`config.mk`:
```
export PLATFORM = sky130hd
export DESIGN_NAME = uho_ctrl
export DESIGN_NICKNAME = d
export VERILOG_FILES = /design/src/design/uho_pkg.sv /design/src/design/uho_ctrl.sv /design/src/design/uho_flag.sv
export VERILOG_INCLUDE_DIRS = /design/src /design/src/design
export SDC_FILE = /design/constraint.sdc
export NUM_CORES = 1
export LEC_CHECK = 0
export BUFFER_PORTS_ARGS = -buffer_cell sky130_fd_sc_hd__buf_2
export CAP_MARGIN = 20
export CORE_MARGIN = 2
export CORE_UTILIZATION = 45
export CTS_CLUSTER_DIAMETER = 50
export DETAILED_ROUTE_END_ITERATION = 6
export GPL_ROUTABILITY_DRIVEN = 1
export PLACE_DENSITY = 0.79
export SLEW_MARGIN = 25
export SYNTH_ARGS = -nofsm -noshare
export SYNTH_HDL_FRONTEND = slang
export SYNTH_SLANG_ARGS = --single-unit
```
`constraint.sdc`:
```
create_clock -name core_clk -period 4.2 [get_ports core_clk]
set_clock_uncertainty 0.2 [all_clocks]
set_input_delay 0.21 -clock core_clk [delete_from_list [all_inputs] [get_ports core_clk]]
set_output_delay 0.21 -clock core_clk [all_outputs]
set_load 0.03 [all_outputs]
```
`src/design/uho_consts.svh`:
```
// offsets, field positions, reset values and timing counts of the otg control block
`ifndef UHO_CONSTS_SVH
`define UHO_CONSTS_SVH
// ----------------------------------------
// register word addresses
// ----------------------------------------
`define UHO_A_ADDR    4'h0
`define UHO_A_TOK     4'h1
`define UHO_A_SOF     4'h2
`define UHO_A_CFG1    4'h3
`define UHO_A_CFG2    4'h4
`define UHO_A_OTGIR   4'h5
`define UHO_A_OTGIE   4'h6
`define UHO_A_DEVIR   4'h7
`define UHO_A_PWR     4'h8
`define UHO_A_LINE    4'h9
// ----------------------------------------
// field positions
// ----------------------------------------
`define UHO_B_SLOW    7
`define UHO_B_EYE     7
`define UHO_B_DRVMON  6
`define UHO_B_IDLE    4
`define UHO_B_CMPSEL  5
`define UHO_B_PULLUP  4
`define UHO_B_EXTSER  3
`define UHO_B_CMPOFF  1
`define UHO_B_PHYOFF  0
`define UHO_B_PWR     0
`define UHO_B_ID      7
`define UHO_B_MS      6
`define UHO_B_LINE    5
`define UHO_B_ACT     4
`define UHO_B_SESVD   3
`define UHO_B_SESEND  2
`define UHO_B_VBUSVD  0
// ----------------------------------------
// masks, codes, reset values
// ----------------------------------------
`define UHO_CFG1_MASK 8'hD3
`define UHO_CFG2_MASK 8'h3B
`define UHO_OTG_MASK  8'hFD
`define UHO_RST8      8'h00
`define UHO_PID_SETUP 4'hD
`define UHO_PID_IN    4'h9
`define UHO_PID_OUT   4'h1
`define UHO_PP_NONE   2'h0
`define UHO_PP_EP0OUT 2'h1
`define UHO_PP_ALL    2'h2
`define UHO_PP_EP1_15 2'h3
// ----------------------------------------
// timing
// ----------------------------------------
`define UHO_CLK_PS    4000
`define UHO_MS_PS     1000000000
`define UHO_MS_CYCLES (`UHO_MS_PS / `UHO_CLK_PS)
`endif

```
`src/design/uho_pkg.sv`:
```
// types of the otg control block
package uho_pkg;
	typedef enum logic [1:0] {
		UHO_TOK_NONE,
		UHO_TOK_SETUP,
		UHO_TOK_IN,
		UHO_TOK_OUT
	} uho_token_t;
endpackage

```
`src/design/uho_ctrl.sv`:
```
// otg host configuration registers, token issue and otg event flags
`timescale 1ns/1ps
`include "uho_consts.svh"

// How it works
// - slow select set runs host link low speed, clear runs full speed
// - address register keeps seven-bit function address, zero after reset
// - slow select reads zero and has no effect in device operation
// - token type 1101 setup, 1001 in, 0001 out starts a token
// - frame threshold is ten plus packet size; no token once passed
// - eye test bit drives the eye pattern sequence while set
// - drive monitor shows line driving, only with on-chip transceiver off
// - idle halt bit stops the block while processor is idle
// - select bit picks which pin set feeds external vbus status
// - id input change sets id change flag
// - one millisecond timer sets its flag at each expiry
// - line state stable one millisecond at new value sets flag
// - activity on data lines or vbus sets activity flag
// - vbus threshold crossings either way set their change flags
// - flags clear only by word write with one in position
// - each otg flag has an enable; request only for enabled set otg flag; device flags have no enable and no request
// - power bit gates the run enable, transceiver and comparator enables and otg event detection
// - j level flag follows speed-dependent differential j state
module uho_ctrl #(
	parameter int unsigned MS_CYCLES = `UHO_MS_CYCLES
) (
	input  wire logic                core_clk,
	input  wire logic                rst_n,
	input  wire logic [3:0]          reg_addr,
	input  wire logic [15:0]         reg_wdata,
	input  wire logic                reg_wr,
	input  wire logic                reg_rd,
	output logic [15:0]              reg_rdata,
	input  wire logic                host_mode,
	input  wire logic                cpu_idle,
	input  wire logic                int_dp,
	input  wire logic                int_dm,
	input  wire logic                ext_dp,
	input  wire logic                ext_dm,
	input  wire logic                line_drive,
	input  wire logic                id_in,
	input  wire logic [2:0]          cmp_in,
	input  wire logic [2:0]          ext_a_cmp,
	input  wire logic [2:0]          ext_b_cmp,
	input  wire logic [7:0]          frame_remaining,
	input  wire logic [7:0]          dev_event,
	output logic [6:0]               func_addr,
	output logic                     link_low_speed,
	output logic                     token_start,
	output uho_pkg::uho_token_t      token_kind,
	output logic [3:0]               token_ep,
	output logic                     frame_open,
	output logic                     eye_test_active,
	output logic                     drive_monitor,
	output logic                     module_run,
	output logic [15:0]              pp_out_mask,
	output logic [15:0]              pp_in_mask,
	output logic                     onchip_phy_en,
	output logic                     ext_phy_en,
	output logic                     onchip_cmp_en,
	output logic                     ext_cmp_sel_b,
	output logic                     vbus_pullup_enable,
	output logic                     ext_module_serial_ctrl,
	output logic                     otg_irq
);
	// ----------------------------------------
	// register state
	// ----------------------------------------
	logic [7:0]                addr_q;
	logic [7:0]                tok_q;
	logic [7:0]                sof_q;
	logic [7:0]                cfg1_q;
	logic [7:0]                cfg2_q;
	logic [7:0]                otgie_q;
	logic                      pwr_q;
	logic                      tok_pend_q;
	logic                      tok_start_q;
	uho_pkg::uho_token_t       kind_q;
	uho_pkg::uho_token_t       kind_d;
	logic [15:0]               rdata_q;
	logic [15:0]               rdata_d;
	logic [7:0]                otg_flags;
	logic [7:0]                dev_flags;
	logic [7:0]                otg_set;

	// ----------------------------------------
	// decode
	// ----------------------------------------
	wire wr_addr  = reg_wr & (reg_addr == `UHO_A_ADDR);
	wire wr_tok   = reg_wr & (reg_addr == `UHO_A_TOK);
	wire wr_sof   = reg_wr & (reg_addr == `UHO_A_SOF);
	wire wr_cfg1  = reg_wr & (reg_addr == `UHO_A_CFG1);
	wire wr_cfg2  = reg_wr & (reg_addr == `UHO_A_CFG2);
	wire wr_otgir = reg_wr & (reg_addr == `UHO_A_OTGIR);
	wire wr_otgie = reg_wr & (reg_addr == `UHO_A_OTGIE);
	wire wr_devir = reg_wr & (reg_addr == `UHO_A_DEVIR);
	wire wr_pwr   = reg_wr & (reg_addr == `UHO_A_PWR);

	wire [7:0] cfg2_lock = pwr_q ? 8'h03 : 8'h00;
	wire [7:0] cfg2_wr   = ((reg_wdata[7:0] & ~cfg2_lock) | (cfg2_q & cfg2_lock))
		& `UHO_CFG2_MASK;

	wire [3:0] pid_w = reg_wdata[7:4];
	always_comb begin
		case (pid_w)
			`UHO_PID_SETUP: kind_d = uho_pkg::UHO_TOK_SETUP;
			`UHO_PID_IN:    kind_d = uho_pkg::UHO_TOK_IN;
			`UHO_PID_OUT:   kind_d = uho_pkg::UHO_TOK_OUT;
			default:        kind_d = uho_pkg::UHO_TOK_NONE;
		endcase
	end
	wire tok_valid = (kind_d != uho_pkg::UHO_TOK_NONE);

	// ----------------------------------------
	// configuration registers
	// ----------------------------------------
	always_ff @(posedge core_clk or negedge rst_n) begin
		if (!rst_n) begin
			addr_q  <= `UHO_RST8;
			tok_q   <= `UHO_RST8;
			sof_q   <= `UHO_RST8;
			cfg1_q  <= `UHO_RST8;
			cfg2_q  <= `UHO_RST8;
			otgie_q <= `UHO_RST8;
			pwr_q   <= 1'b0;
		end else begin
			if (wr_addr) addr_q <= reg_wdata[7:0];
			if (wr_tok) tok_q <= reg_wdata[7:0];
			if (wr_sof) sof_q <= reg_wdata[7:0];
			if (wr_cfg1) cfg1_q <= reg_wdata[7:0] & `UHO_CFG1_MASK;
			if (wr_cfg2) cfg2_q <= cfg2_wr;
			if (wr_otgie) otgie_q <= reg_wdata[7:0] & `UHO_OTG_MASK;
			if (wr_pwr) pwr_q <= reg_wdata[`UHO_B_PWR];
		end
	end

	// ----------------------------------------
	// run control
	// ----------------------------------------
	// power gate
	assign module_run = pwr_q & ~(cfg1_q[`UHO_B_IDLE] & cpu_idle);

	assign link_low_speed = host_mode & addr_q[`UHO_B_SLOW];
	assign func_addr      = addr_q[6:0];

	assign frame_open = frame_remaining > sof_q;

	// ----------------------------------------
	// token issue
	// ----------------------------------------
	// pending token waits for window
	wire tok_fire = tok_pend_q & frame_open & module_run & host_mode & ~tok_start_q;
	always_ff @(posedge core_clk or negedge rst_n) begin
		if (!rst_n) begin
			tok_pend_q  <= 1'b0;
			tok_start_q <= 1'b0;
			kind_q      <= uho_pkg::UHO_TOK_NONE;
		end else begin
			tok_start_q <= tok_fire;
			if (wr_tok) begin
				tok_pend_q <= tok_valid;
				kind_q     <= kind_d;
			end else if (tok_fire) begin
				tok_pend_q <= 1'b0;
			end
		end
	end
	assign token_start = tok_start_q;
	assign token_kind  = kind_q;
	assign token_ep    = tok_q[3:0];

	// ----------------------------------------
	// line and transceiver routing
	// ----------------------------------------
	// external transceiver path
	wire phy_off = cfg2_q[`UHO_B_PHYOFF];
	wire rx_dp   = phy_off ? ext_dp : int_dp;
	wire rx_dm   = phy_off ? ext_dm : int_dm;
	assign onchip_phy_en = pwr_q & ~phy_off;
	assign ext_phy_en    = pwr_q & phy_off;

	wire se0_now = ~rx_dp & ~rx_dm;
	wire j_now   = link_low_speed ? (rx_dm & ~rx_dp) : (rx_dp & ~rx_dm);
	wire [1:0] line_now = {se0_now, j_now};

	assign eye_test_active = cfg1_q[`UHO_B_EYE] & module_run;
	assign drive_monitor = cfg1_q[`UHO_B_DRVMON] & phy_off & line_drive & module_run;

	wire cmp_off = cfg2_q[`UHO_B_CMPOFF];
	assign ext_cmp_sel_b = cfg2_q[`UHO_B_CMPSEL];
	wire [2:0] vbus_now = cmp_off ? (ext_cmp_sel_b ? ext_b_cmp : ext_a_cmp) : cmp_in;
	assign onchip_cmp_en          = pwr_q & ~cmp_off;
	assign vbus_pullup_enable     = cfg2_q[`UHO_B_PULLUP];
	assign ext_module_serial_ctrl = cfg2_q[`UHO_B_EXTSER];

	wire [1:0] pp_mode = cfg1_q[1:0];
	always_comb begin
		case (pp_mode)
			`UHO_PP_NONE: begin
				pp_out_mask = 16'h0000;
				pp_in_mask  = 16'h0000;
			end
			`UHO_PP_EP0OUT: begin
				pp_out_mask = 16'h0001;
				pp_in_mask  = 16'h0000;
			end
			`UHO_PP_ALL: begin
				pp_out_mask = 16'hFFFF;
				pp_in_mask  = 16'hFFFF;
			end
			default: begin
				pp_out_mask = 16'hFFFE;
				pp_in_mask  = 16'hFFFE;
			end
		endcase
	end

	// ----------------------------------------
	// event detection
	// ----------------------------------------
	logic        id_q;
	logic [2:0]  vbus_q;
	logic [1:0]  lines_q;
	logic [1:0]  stable_q;
	logic [17:0] ms_cnt_q;
	logic [17:0] ls_cnt_q;
	logic        ms_tick;
	logic        ls_done;

	always_ff @(posedge core_clk or negedge rst_n) begin
		if (!rst_n) begin
			id_q    <= 1'b0;
			vbus_q  <= 3'h0;
			lines_q <= 2'h0;
		end else begin
			id_q    <= id_in;
			vbus_q  <= vbus_now;
			lines_q <= {rx_dp, rx_dm};
		end
	end

	assign ms_tick = module_run & (ms_cnt_q == 18'(MS_CYCLES - 1));
	always_ff @(posedge core_clk or negedge rst_n) begin
		if (!rst_n) begin
			ms_cnt_q <= 18'h00000;
		end else if (!module_run || ms_tick) begin
			ms_cnt_q <= 18'h00000;
		end else begin
			ms_cnt_q <= ms_cnt_q + 18'h00001;
		end
	end

	logic [1:0] line_q;
	assign ls_done = module_run & (ls_cnt_q == 18'(MS_CYCLES - 1)) & (line_q != stable_q);
	always_ff @(posedge core_clk or negedge rst_n) begin
		if (!rst_n) begin
			line_q   <= 2'h0;
			stable_q <= 2'h0;
			ls_cnt_q <= 18'h00000;
		end else begin
			line_q <= line_now;
			if (!module_run || line_now != line_q) begin
				ls_cnt_q <= 18'h00000;
			end else if (ls_cnt_q != 18'(MS_CYCLES - 1)) begin
				ls_cnt_q <= ls_cnt_q + 18'h00001;
			end
			if (ls_done) stable_q <= line_q;
		end
	end

	wire [2:0] vbus_x = vbus_now ^ vbus_q;
	always_comb begin
		otg_set               = 8'h00;
		otg_set[`UHO_B_ID]    = pwr_q & (id_in ^ id_q);
		otg_set[`UHO_B_MS]    = ms_tick;
		otg_set[`UHO_B_LINE]  = ls_done;
		otg_set[`UHO_B_ACT]   = pwr_q & ((|({rx_dp, rx_dm} ^ lines_q)) | (|vbus_x));
		otg_set[`UHO_B_SESVD] = pwr_q & vbus_x[2];
		otg_set[`UHO_B_SESEND] = pwr_q & vbus_x[1];
		otg_set[`UHO_B_VBUSVD] = pwr_q & vbus_x[0];
	end

	// ----------------------------------------
	// event flags
	// ----------------------------------------
	// word write clear
	wire [7:0] otg_set_m = otg_set & `UHO_OTG_MASK;
	genvar gi;
	generate
		for (gi = 0; gi < 8; gi = gi + 1) begin : g_flag
			uho_flag u_otg (
				.core_clk (core_clk),
				.rst_n    (rst_n),
				.set      (otg_set_m[gi]),
				.clr      (wr_otgir & reg_wdata[gi]),
				.q        (otg_flags[gi])
			);
			uho_flag u_dev (
				.core_clk (core_clk),
				.rst_n    (rst_n),
				.set      (dev_event[gi]),
				.clr      (wr_devir & reg_wdata[gi]),
				.q        (dev_flags[gi])
			);
		end
	endgenerate

	assign otg_irq = |(otg_flags & otgie_q);

	// ----------------------------------------
	// read path
	// ----------------------------------------
	wire [7:0] addr_rd = host_mode ? addr_q : {1'b0, addr_q[6:0]};
	wire [7:0] line_rd = {j_now, se0_now, 1'b0, id_in, 1'b0, vbus_now};
	always_comb begin
		rdata_d = 16'h0000;
		if (reg_rd) begin
			case (reg_addr)
				`UHO_A_ADDR:  rdata_d = {8'h00, addr_rd};
				`UHO_A_TOK:   rdata_d = {8'h00, tok_q};
				`UHO_A_SOF:   rdata_d = {8'h00, sof_q};
				`UHO_A_CFG1:  rdata_d = {8'h00, cfg1_q};
				`UHO_A_CFG2:  rdata_d = {8'h00, cfg2_q};
				`UHO_A_OTGIR: rdata_d = {8'h00, otg_flags};
				`UHO_A_OTGIE: rdata_d = {8'h00, otgie_q};
				`UHO_A_DEVIR: rdata_d = {8'h00, dev_flags};
				`UHO_A_PWR:   rdata_d = {15'h0000, pwr_q};
				`UHO_A_LINE:  rdata_d = {8'h00, line_rd};
				default:      rdata_d = 16'h0000;
			endcase
		end
	end
	always_ff @(posedge core_clk or negedge rst_n) begin
		if (!rst_n) begin
			rdata_q <= 16'h0000;
		end else begin
			rdata_q <= rdata_d;
		end
	end
	assign reg_rdata = rdata_q;
endmodule

```
`src/design/uho_flag.sv`:
```
// one sticky event flag, hardware set wins over write-one-to-clear
`timescale 1ns/1ps
module uho_flag (
	input  wire logic core_clk,
	input  wire logic rst_n,
	input  wire logic set,
	input  wire logic clr,
	output logic      q
);
	logic flag_q;
	logic flag_d;

	assign flag_d = set | (flag_q & ~clr);
	assign q      = flag_q;

	always_ff @(posedge core_clk or negedge rst_n) begin
		if (!rst_n) begin
			flag_q <= 1'b0;
		end else begin
			flag_q <= flag_d;
		end
	end
endmodule

```
==> impl_results.md, run 1 <==
* DRC at 0
* GRT overflow at 0
* Largest cells by area after synthesis: dfrtp_1, mux2_2, buf_4
* Routability Congestion at 0.8899
* Rel. slew slack at 0.4325
* Crit path kind: in2reg
* Chip height at around 120 um
* Synth Area in XOR/XNOR at 0.05396
* Worst slew pin tran at between 0.8 and 0.9 ns
* #FFs+latches synth at 116
* Nets@finish at 779
* Pwr Density at around 500 nW/um2
* Clock power frac at 0.352
* M1 WL at 6664 um
* Top Metal Used: met4
* Final cell count without fillers at 901
* Vias at 4859
* Hold_sp: host_mode
* ANT cells at 0
* Routed WL per cell at 16.73 um
* Layout cells sized above 1 at 0.2732
* Sequential fraction of the synthesis area at 0.4620
* Via density at 5.393
* Commonest non-fill, non-tap cell in the layout: dfrtp_1
* Min Hold Slack at 0.01181 ns
* Met2 WL at 6930 um
* Yosys top cell by area: dfrtp_1
* Layout area overhead at 20.91%
* H-tree Lvls at 4
* Post-route ant nets at 0
* Routed WL at 15070 um
* Floorplan core area at 13770 um2
* Final setup vio count at 0
* Max clock buf depth at 2
* Largest family of logic cells by synthesized area: simple AND/OR/NAND/NOR gates
* Initial DRC count at 400
* Post-CTS Setup Bufs at 0
* Synth async-reset ratio at 1.000
* Die X at roughly 120 um
* VDD IR max at 0.2826 mV
* Run status: finished clean
* Avg Inst Size Synth at 10.42 um2
* Reg power frac at 0.368
* Worst hold path type: in2reg
* Worst-Skew Late Latency at about 0.42 ns
* Tmin final at between 2 and 3 ns
* Syn Inst Count at 603
* CTS tree: done
* HPWL after DPL at a little over 10000 um
* Predominant post-synthesis flop cell: dfrtp_1
* Row Count at 43
* Boundary pin count at 131
* Tot Pwr at 3.774 mW
* Hold_buf cts at 38
* CP Launch Point: reg_addr[0]
* Global-route wire length before repair at 24300 um
* Die ar. at 14920 um2
* Mux share of post-synthesis cell area at 0.1217
* Period utilisation layout at 0.6510
* Final hold violation count at 0
* Adder-cell area share of the yosys netlist at 0.02389
* Number of synthesized flops with an enable pin at 0
* Clock Root Buffer: clkbuf_16
* DR pass1 iterations at 5
* Cts bufs inserted at 17
* Placed insts at between 800 and 900
* Critical path fanouts, max at 29
* Mapped Area at about 6300 um2
* Setup crit end kind: register
* Internal Power at 2.477 mW
* Synth Area in Compound Gates at 0.08941
* Most frequent cells in the layout: dfrtp_1, buf_2, nor2_1
* Yosys cell types at between 60 and 70
* Synth Area in Simple Gates at 0.1591
* Comb pwr share at 0.280
* Ys Warns at 0
* RSZ-0062 raised after global routing: no
* NetSw at 1.296 mW
* Maximum number of pins on one net before global-route repair at 78
* WL met3 at 1142 um
* Worst path required time at ~4.3 ns
* Vias in the first global route at 4733
* CP startpoint kind: primary input
* Initial Utilization at 0.4562
* Sw Ratio at 0.3435
* Post-Route Setup TNS at 0 ns
* Max-Cap Viols at 0
* Initial antenna violation count at 0
* Clock transition at path regs at 0.05 ns
* Resize count post-CTS at 0
* Clock sinks at 116
* Total track usage at 0.2138
* Max Slew Vio Count at 0
* WP data arrival at 2.88 ns
* Maximum clock rate at 365.7 MHz
* Buffers on Ports at roughly 110
* Pleak at about 3.4 nW
* Area fraction of the dominant cell type after synthesis at 0.4620
-- sequential cells by signal, indices dropped and copies added, names as in the netlist, named ones only --
| name | cells |
|---|---|
| addr_q | 8 |
| ms_cnt_q | 18 |
| pwr_q | 1 |
| vbus_q | 3 |
| stable_q | 2 |
| tok_q | 8 |
| token_kind | 2 |
| id_q | 1 |
| token_start | 1 |
| cfg2_q | 3 |
| sof_q | 8 |
| g_flag.u_dev.q | 8 |
| cfg1_q | 5 |
| otgie_q | 7 |
| reg_rdata | 8 |
| ls_cnt_q | 18 |
| g_flag.u_otg.q | 8 |
| tok_pend_q | 1 |
| line_q | 2 |
| lines_q | 2 |
-- path summary, 6_finish.rpt --
kind                                              to  slack (ns)  depth (start not counted)
max                        token_kind[1]$_DFFE_PN0P_        1.47                          5
min                           tok_pend_q$_DFFE_PN0P_        0.01                          3
max reg2reg                  ls_cnt_q[1]$_DFFE_PN0P_        1.59                          5
min reg2reg                    ms_cnt_q[0]$_DFF_PN0_        0.27                          1
max in group asynchronous      addr_q[4]$_DFFE_PN0P_        2.84                          3
min in group asynchronous    ls_cnt_q[4]$_DFFE_PN0P_        0.20                          2
-- power groups by stage --
stage	Clock, mW	Sequential [mW]	Combinational [mW]
2_1_floorplan	0	1.36	0.906
3_3_place_gp	0	1.40	1.01
3_5_place_dp	0	1.40	1.02
4_1_cts	1.34	1.39	1.06
5_1_grt	1.40	1.40	1.15
6_report	1.33	1.39	1.06
-- Yosys cell counts, types with 8 or more instances --
cell,n
dfrtp_1,116
nor2_1,61
buf_4,48
nand2_1,47
mux2_2,35
inv_1,24
nand3_1,22
xnor2_1,19
xor2_1,16
clkbuf_1,15
ha_1,12
nor2b_1,12
a21o_1,10
a21oi_1,10
mux2i_1,10
and3_1,8
buf_2,8
nand4_1,8
nor3_1,8
-- per-stage QoR --
stage	area [um2]	utilization	setup WS [ns]
after floorplan	6310	-	1.985
after global placement	6663	0.4837	1.628
after detailed placement	6663	0.4837	1.578
after CTS	7594	0.5513	1.532
after global routing	7597	0.5516	1.299
final	7597	0.5516	1.466
-- worst max-delay path, stage by stage --
cell and delay, ns:
buf_2 0.43, nor2b_1 0.44, nand3_1 0.69, o41ai_1 0.48, dlygate4sd3_1 0.61
-- layer usage --
layer / vias to the layer above / track usage
li1: 2256 / -
met1: 2336 / 0.2857
met2: 232 / 0.3338
met3: 35 / 0.04869
met4: 0 / 0.09483
met5: - / 0
-- cells by family after synthesis --
group / Yosys count
buffers and inverters: 99
other: 1
multiplexers: 61
AO/OA/AOI/OAI: 77
XOR/XNOR: 37
AND/OR/NAND/NOR: 200
flip-flops: 116
adder cells (fa/ha/maj): 12
-- final cells by class --
type / count / area, um2
fillers: 1219 / 6176
flip-flops and latches: 116 / 2903
multi-input cells: 395 / 2845
repair buffers: 155 / 979.7
clock buffers: 27 / 533.0
well taps: 180 / 225.2
inverters: 25 / 93.84
clock inverters: 3 / 17.52
No activity file was read; power rests on OpenSTA's default activity.
==> inputs of run 2 (changes only) <==
PLACE_DENSITY = 0.81   (was 0.79)
clock period = 2.2 ns   (was 4.2 ns; I/O delays follow)
==> impl_results.md, run 2 (synthesized netlist as in run 1, its figures left out) <==
* Run status: finished with violations
* Failing checks: negative setup slack
* Final setup vio count at 1 (+1)
* Initial antenna violation count at 0 (unchanged)
* Worst-Skew Late Latency at 0.42 ns (about the same)
* Layout area overhead at 27.30%
* Worst path required time at 1.89 ns (-2.45 ns)
* Largest regs: ls_cnt_q x18, ms_cnt_q x18
* R2R Setup Slk at 0.08 ns (-1.51 ns)
* Vias in the first global route at 4947 (+4.5%)
* Most Used Layer, Global Route: met2
* Final worst slack at -0.02806 ns (-1.494 ns)
* DR pass1 iterations at 7 (+2)
* Max Slew Vio Count at 0 (unchanged)
* Top delay family on crit path: compound AO/OA/AOI/OAI gates
* Final cell count without fillers at 934 (+3.7%)
* HPWL after DPL at 11020 um (+6.7%)
* Setup crit end kind: output pin
* R2R Path End: g_flag[4].u_otg.q$_DFF_PN0_
* Worst slew pin tran at 0.5100 ns (-0.3381 ns)
* Final hold violation count at 0 (unchanged)
* Crit path largest cell delay at 0.41 ns (-0.28 ns)
* Clock sinks at 116 (unchanged)
* Worst hold path type: in2async
* Maximum clock rate at roughly 450 MHz
* Placed insts at 856 (+2.8%)
* Routed WL per cell at 17.49 um (+4.5%)
* Critical Path Sink: frame_open
* WP data arrival at 1.92 ns (-0.96 ns)
* Maximum number of pins on one net before global-route repair at 59 (-24%)
* Cts bufs inserted at 17 (unchanged)
* GRT overflow at 0 (unchanged)
* Floorplan core area at 13770 um2 (unchanged)
* Most frequent cells in the layout: dfrtp_1, buf_2, nor2_1
* Comb pwr share at 0.288 (+0.008)
* GR Util met2 at 0.3537 (+0.01990)
* Crit-path cells: inv_2, ha_4, nor2b_4, o211ai_1, a21o_1, a31oi_4, buf_6
* Buffers and inverters on the worst path at 2 (unchanged)
* DRC at 0 (unchanged)
* Pwr Density at 944.3 nW/um2 (+90%)
* NetSw at 2.531 mW (+95%)
* Boundary pin count at 131 (unchanged)
* VDD IR max at 0.3709 mV (+31%)
* Clock Root Buffer: clkbuf_16
* Reg power frac at 0.350 (-0.018)
* Die ar. at 14920 um2 (unchanged)
* Internal Power at 5.022 mW (+100%)
* Met1 Resource Use GR at 0.2982 (+0.01251)
* Pleak at 3.640 nW (+5.6%)
* Commonest non-fill, non-tap cell in the layout: dfrtp_1
* Period utilisation layout at 1.013
* Crit path depth at 7 (+2)
* RSZ-0062 raised after global routing: yes
* Rel. slew slack at 0.6593 (+0.2268)
* ANT cells at 0 (unchanged)
* CP Launch Point: sof_q[1]$_DFFE_PN0P_
* CTS tree: done
* Row Count at 43 (unchanged)
* Layout cells sized above 1 at 0.3064 (+0.03313)
* Buffers on Ports at 114 (unchanged)
* Total track usage at 0.2236 (+0.009842)
* Max-Cap Viols at 0 (unchanged)
* Tot Pwr at 7.553 mW (+100%)
* Routability Congestion at 0.8934 (+0.39%)
* Crit path kind: reg2out
* Initial DRC count at 441 (+10%)
* Reg-to-Reg Start: cfg2_q[5]$_DFFE_PN0P_
* Slowest cell on crit path: dfrtp_1
* Die X at 122.2 um (unchanged)
* H-tree Lvls at 4 (unchanged)
* Nets@finish at 813 (+4.4%)
* Clock power frac at 0.362 (+0.010)
* Chip height at 122.2 um (unchanged)
* Initial Utilization at 0.4562 (unchanged)
* Sw Ratio at 0.3351 (-0.008459)
* GRT met3 Usage at 0.06039 (+0.01170)
* Clock transition at path regs at 0.05 ns (about the same)
* Routed WL at 16330 um (+8.4%)
* Via density at 5.497 (+1.9%)
* Post-route ant nets at 0 (unchanged)
* Vias at 5134 (+5.7%)
* Global-route wire length before repair at 25410 um (+4.5%)
* Tmin final at around 2.2 ns
* Max clock buf depth at 2 (unchanged)
* CP startpoint kind: register
* Critical path fanouts, max at 3 (-90%)
* Reg2Reg Depth at 5 (unchanged)
run 2: tightest hold or removal path, cell delays in order:
cell and delay, ns:
dlygate4sd3_1 0.52, buf_4 0.16, buf_4 0.28
run 2: metal layers:
| metal | vias to the layer above | wire length (um) |
|---|---|---|
| met1 | 2489 | 6974 |
| met4 | 0 | 304 |
| li1 | 2334 | - |
| met2 | 283 | 7714 |
| met3 | 28 | 1339 |
| met5 | - | 0 |
run 2: how the worst min path moves through the flow:
stage,start,end,slack [ns],cells after the start
2_1_floorplan,rst_n,asynchronous set/reset pin,-0.39,0
3_3_place_gp,rst_n,ls_cnt_q[14]$_DFFE_PN0P_,-0.18,1
3_5_place_dp,rst_n,ls_cnt_q[14]$_DFFE_PN0P_,-0.17,1
4_1_cts,reg_addr[1],cfg1_q[0]$_DFFE_PN0P_,0.07,4
5_1_grt,rst_n,ls_cnt_q[8]$_DFFE_PN0P_,0.12,3
6_report,rst_n,sof_q[1]$_DFFE_PN0P_,0.08,3
run 2: power groups by stage:
stage	Clock (mW)	Sequential (mW)	Combinational, mW
floorplan	0	2.60	1.73
global placement	0	2.65	2.00
detailed placement	0	2.66	2.03
CTS	2.76	2.63	2.15
global route	2.87	2.67	2.33
finish	2.74	2.65	2.17
run 2: area by class of cell:
cell class | count | area [um2]
Fill cell | 1134 | 5774
Clock buffer | 25 | 515.5
Tap cell | 180 | 225.2
Sequential cell | 116 | 2905
Clock inverter | 4 | 70.07
Multi-Input combinational cell | 395 | 2892
Inverter | 25 | 93.84
Timing Repair Buffer | 189 | 1297
run 2: what timing repair did:
action	CTS	global route
hold buffers	48	0
pin swaps	2	2
buffers inserted	1	0
setup endpoints to repair	1	31
resized for setup	7	7
gates cloned	0	0
endpoints found under the hold margin	194	0
run 2: stage by stage:
| stage | area, um2 | setup WS [ns] | hold slack (ns) | TNS [ns] | util |
|---|---|---|---|---|---|
| floorplan | 6311 | 0.04372 | -0.3856 | 0 | - |
| global placement | 6874 | 0.1082 | -0.1761 | 0 | 0.4991 |
| detailed placement | 6874 | 0.08620 | -0.1726 | 0 | 0.4991 |
| CTS | 7981 | -0.02026 | 0.06622 | -0.06269 | 0.5795 |
| global route | 7999 | -0.07433 | 0.1188 | -0.2943 | 0.5808 |
| finish | 7999 | -0.02806 | 0.07705 | -0.02806 | 0.5808 |
==> inputs of run 3 (changes only) <==
SETUP_SLACK_MARGIN = 0.3   (was unset)
==> impl_results.md, run 3 (synthesized netlist as in run 1, its figures left out) <==
* Run status: finished with violations
* Failing checks: negative hold slack, negative setup slack
* Pleak at 3.846 nW (+5.7%)
* Nets@finish at 831 (+2.2%)
* Clock sinks at 116 (unchanged)
* HPWL after DPL at 10670 um (-3.1%)
* Clock transition at path regs at 0.05 ns (about the same)
* Crit path largest cell delay at 0.41 ns (about the same)
* Routability Congestion at 0.8801 (-1.5%)
* Routed WL at 18450 um (+13%)
* CTS tree: done
* Via density at 5.579 (+1.5%)
* Setup crit end kind: output pin
* Maximum clock rate at 442.3 MHz (-1.4%)
* Final hold violation count at 1 (+1)
* Finished layout cell area at 8657 um2 (+8.2%)
* Max-Cap Viols at 0 (unchanged)
* RSZ-0062 raised after global routing: yes
* Top delay family on crit path: compound AO/OA/AOI/OAI gates
* Initial Utilization at 0.4562 (unchanged)
* ANT cells at 0 (unchanged)
* Floorplan core area at 13770 um2 (unchanged)
* Fillers at 987 (-13%)
* WP data arrival at 1.95 ns (+0.03 ns)
* Layout cells sized above 1 at 0.3935 (+0.08718)
* Initial DRC count at 536 (+22%)
* Post-route ant nets at 0 (unchanged)
* H-tree Lvls at 4 (unchanged)
* Area after DPL at 6885 um2 (+0.16%)
* Pwr Density at 982.2 nW/um2 (+4.0%)
* Internal Power at 5.719 mW (+14%)
* Layout area overhead at 37.77%
* Min Hold Slack at -0.1091 ns (-0.1862 ns)
* Die ar. at 14920 um2 (unchanged)
* Max clock buf depth at 2 (unchanged)
* Commonest non-fill, non-tap cell in the layout: dfrtp_1
* Reg power frac at 0.312 (-0.038)
* Crit-path cells: inv_2, ha_4, nor2b_4, o211ai_1, a21o_1, a31oi_4, buf_6
* DR pass1 iterations at 5 (-2)
* Worst hold path type: in2reg
* Worst path required time at 1.89 ns (about the same)
* Row Count at 43 (unchanged)
* Final setup vio count at 1 (unchanged)
* Final worst slack at -0.06081 ns (-0.03275 ns)
* NetSw at 2.784 mW (+10%)
* Vias in the first global route at 5222 (+5.6%)
* GRT overflow at 0 (unchanged)
* Tmin final at 2.261 ns (+0.03275 ns)
* Boundary pin count at 131 (unchanged)
* DRC at 0 (unchanged)
* Clock power frac at 0.386 (+0.024)
* Cts bufs inserted at 17 (unchanged)
* Slowest cell on crit path: dfrtp_2
* Final cell count without fillers at 955 (+2.2%)
* VDD IR max at 0.4542 mV (+22%)
* Maximum number of pins on one net before global-route repair at 52 (-12%)
* Max Slew Vio Count at 0 (unchanged)
* Crit path kind: reg2out
* Vias at 5328 (+3.8%)
* Routed WL per cell at 19.32 um (+10%)
* Buffers and inverters on the worst path at 2 (unchanged)
* Critical path fanouts, max at 2 (-1)
* Largest regs: ls_cnt_q x18, ms_cnt_q x18
* Most frequent cells in the layout: dfrtp_1, buf_2, nand2_1
* Comb pwr share at 0.302 (+0.014)
* Global-route wire length before repair at 27710 um (+9.1%)
* Worst-Skew Late Latency at 0.42 ns (about the same)
* Die X at 122.2 um (unchanged)
* CP startpoint kind: register
* Sw Ratio at 0.3274 (-0.007704)
* Chip height at 122.2 um (unchanged)
* Clock Root Buffer: clkbuf_16
* Initial antenna violation count at 0 (unchanged)
* Total track usage at 0.2458 (+0.02212)
* Period utilisation layout at 1.028 (+0.01489)
* Placed insts at 855 (-0.12%)
* Placement-stage worst setup slack at 0.001938 ns (-0.08426 ns)
* Buffers on Ports at 114 (unchanged)
-- run 3: power groups by stage --
stage | clock (mW) | combinational, mW | sequential (mW)
after CTS | 3.29 | 2.36 | 2.62
after floorplan | 0 | 1.76 | 2.61
after global placement | 0 | 2.01 | 2.65
after detailed placement | 0 | 2.04 | 2.65
after global routing | 3.41 | 2.73 | 2.68
final | 3.28 | 2.57 | 2.65
-- run 3: final cells by class --
cell class              instances  area [um2]  share of cell area
clock inverters                10       225.2             0.02602
inverters                      25       98.84             0.01142
multi-input cells             398        3242              0.3745
well taps                     180       225.2             0.02602
clock buffers                  22       464.2             0.05362
repair buffers                204        1490              0.1721
flip-flops and latches        116        2912              0.3363
-- run 3: worst paths after layout --
path | start | endpoint | slack (ns) | cells past startpoint
max | sof_q[1]$_DFFE_PN0P_ | frame_open | -0.06 | 7
min | ext_b_cmp[2] | vbus_q[2]$_DFF_PN0_ | -0.11 | 4
max reg2reg | register | g_flag[4].u_otg.q$_DFF_PN0_ | 0.04 | 6
min reg2reg | ms_cnt_q[0]$_DFF_PN0_ | ms_cnt_q[0]$_DFF_PN0_ | 0.29 | 1
max in group asynchronous | rst_n | cfg1_q[1]$_DFFE_PN0P_ | 0.64 | 4
min in group asynchronous | rst_n | ms_cnt_q[3]$_DFF_PN0_ | 0.51 | 3
-- run 3: through the flow --
stage / utilization / hold slack [ns] / power (mW) / setup TNS [ns]
4_1_cts: 0.6046 / -0.1313 / 8.264 / -0.06201
3_3_place_gp: 0.4999 / -0.1031 / 4.655 / 0
5_1_grt: 0.6285 / -0.09912 / 8.822 / -0.1515
2_1_floorplan: - / -0.3856 / 4.362 / 0
6_report: 0.6285 / -0.1091 / 8.503 / -0.06081
3_5_place_dp: 0.4999 / -0.1021 / 4.689 / 0
-- run 3: worst min-delay path: stages --
cell and delay, ns:
buf_2 0.08, mux2_4 0.15, mux2i_4 0.08, inv_1 0.06
-- run 3: metal layers --
metal,up-vias,global-route usage,routed length (um)
li1,2363,-,-
met1,2572,0.3112,7213
met2,318,0.3813,8750
met3,75,0.08333,1651
met4,0,0.1121,834
met5,-,0,0
-- run 3: timing repair --
item | CTS | global route
cloned | 3 | 1
setup endpoints to repair | 71 | 82
pin swaps | 28 | 16
setup buffers | 13 | 8
resized for setup | 49 | 63
endpoints found under the hold margin | 193 | 2
hold buffers | 42 | 1
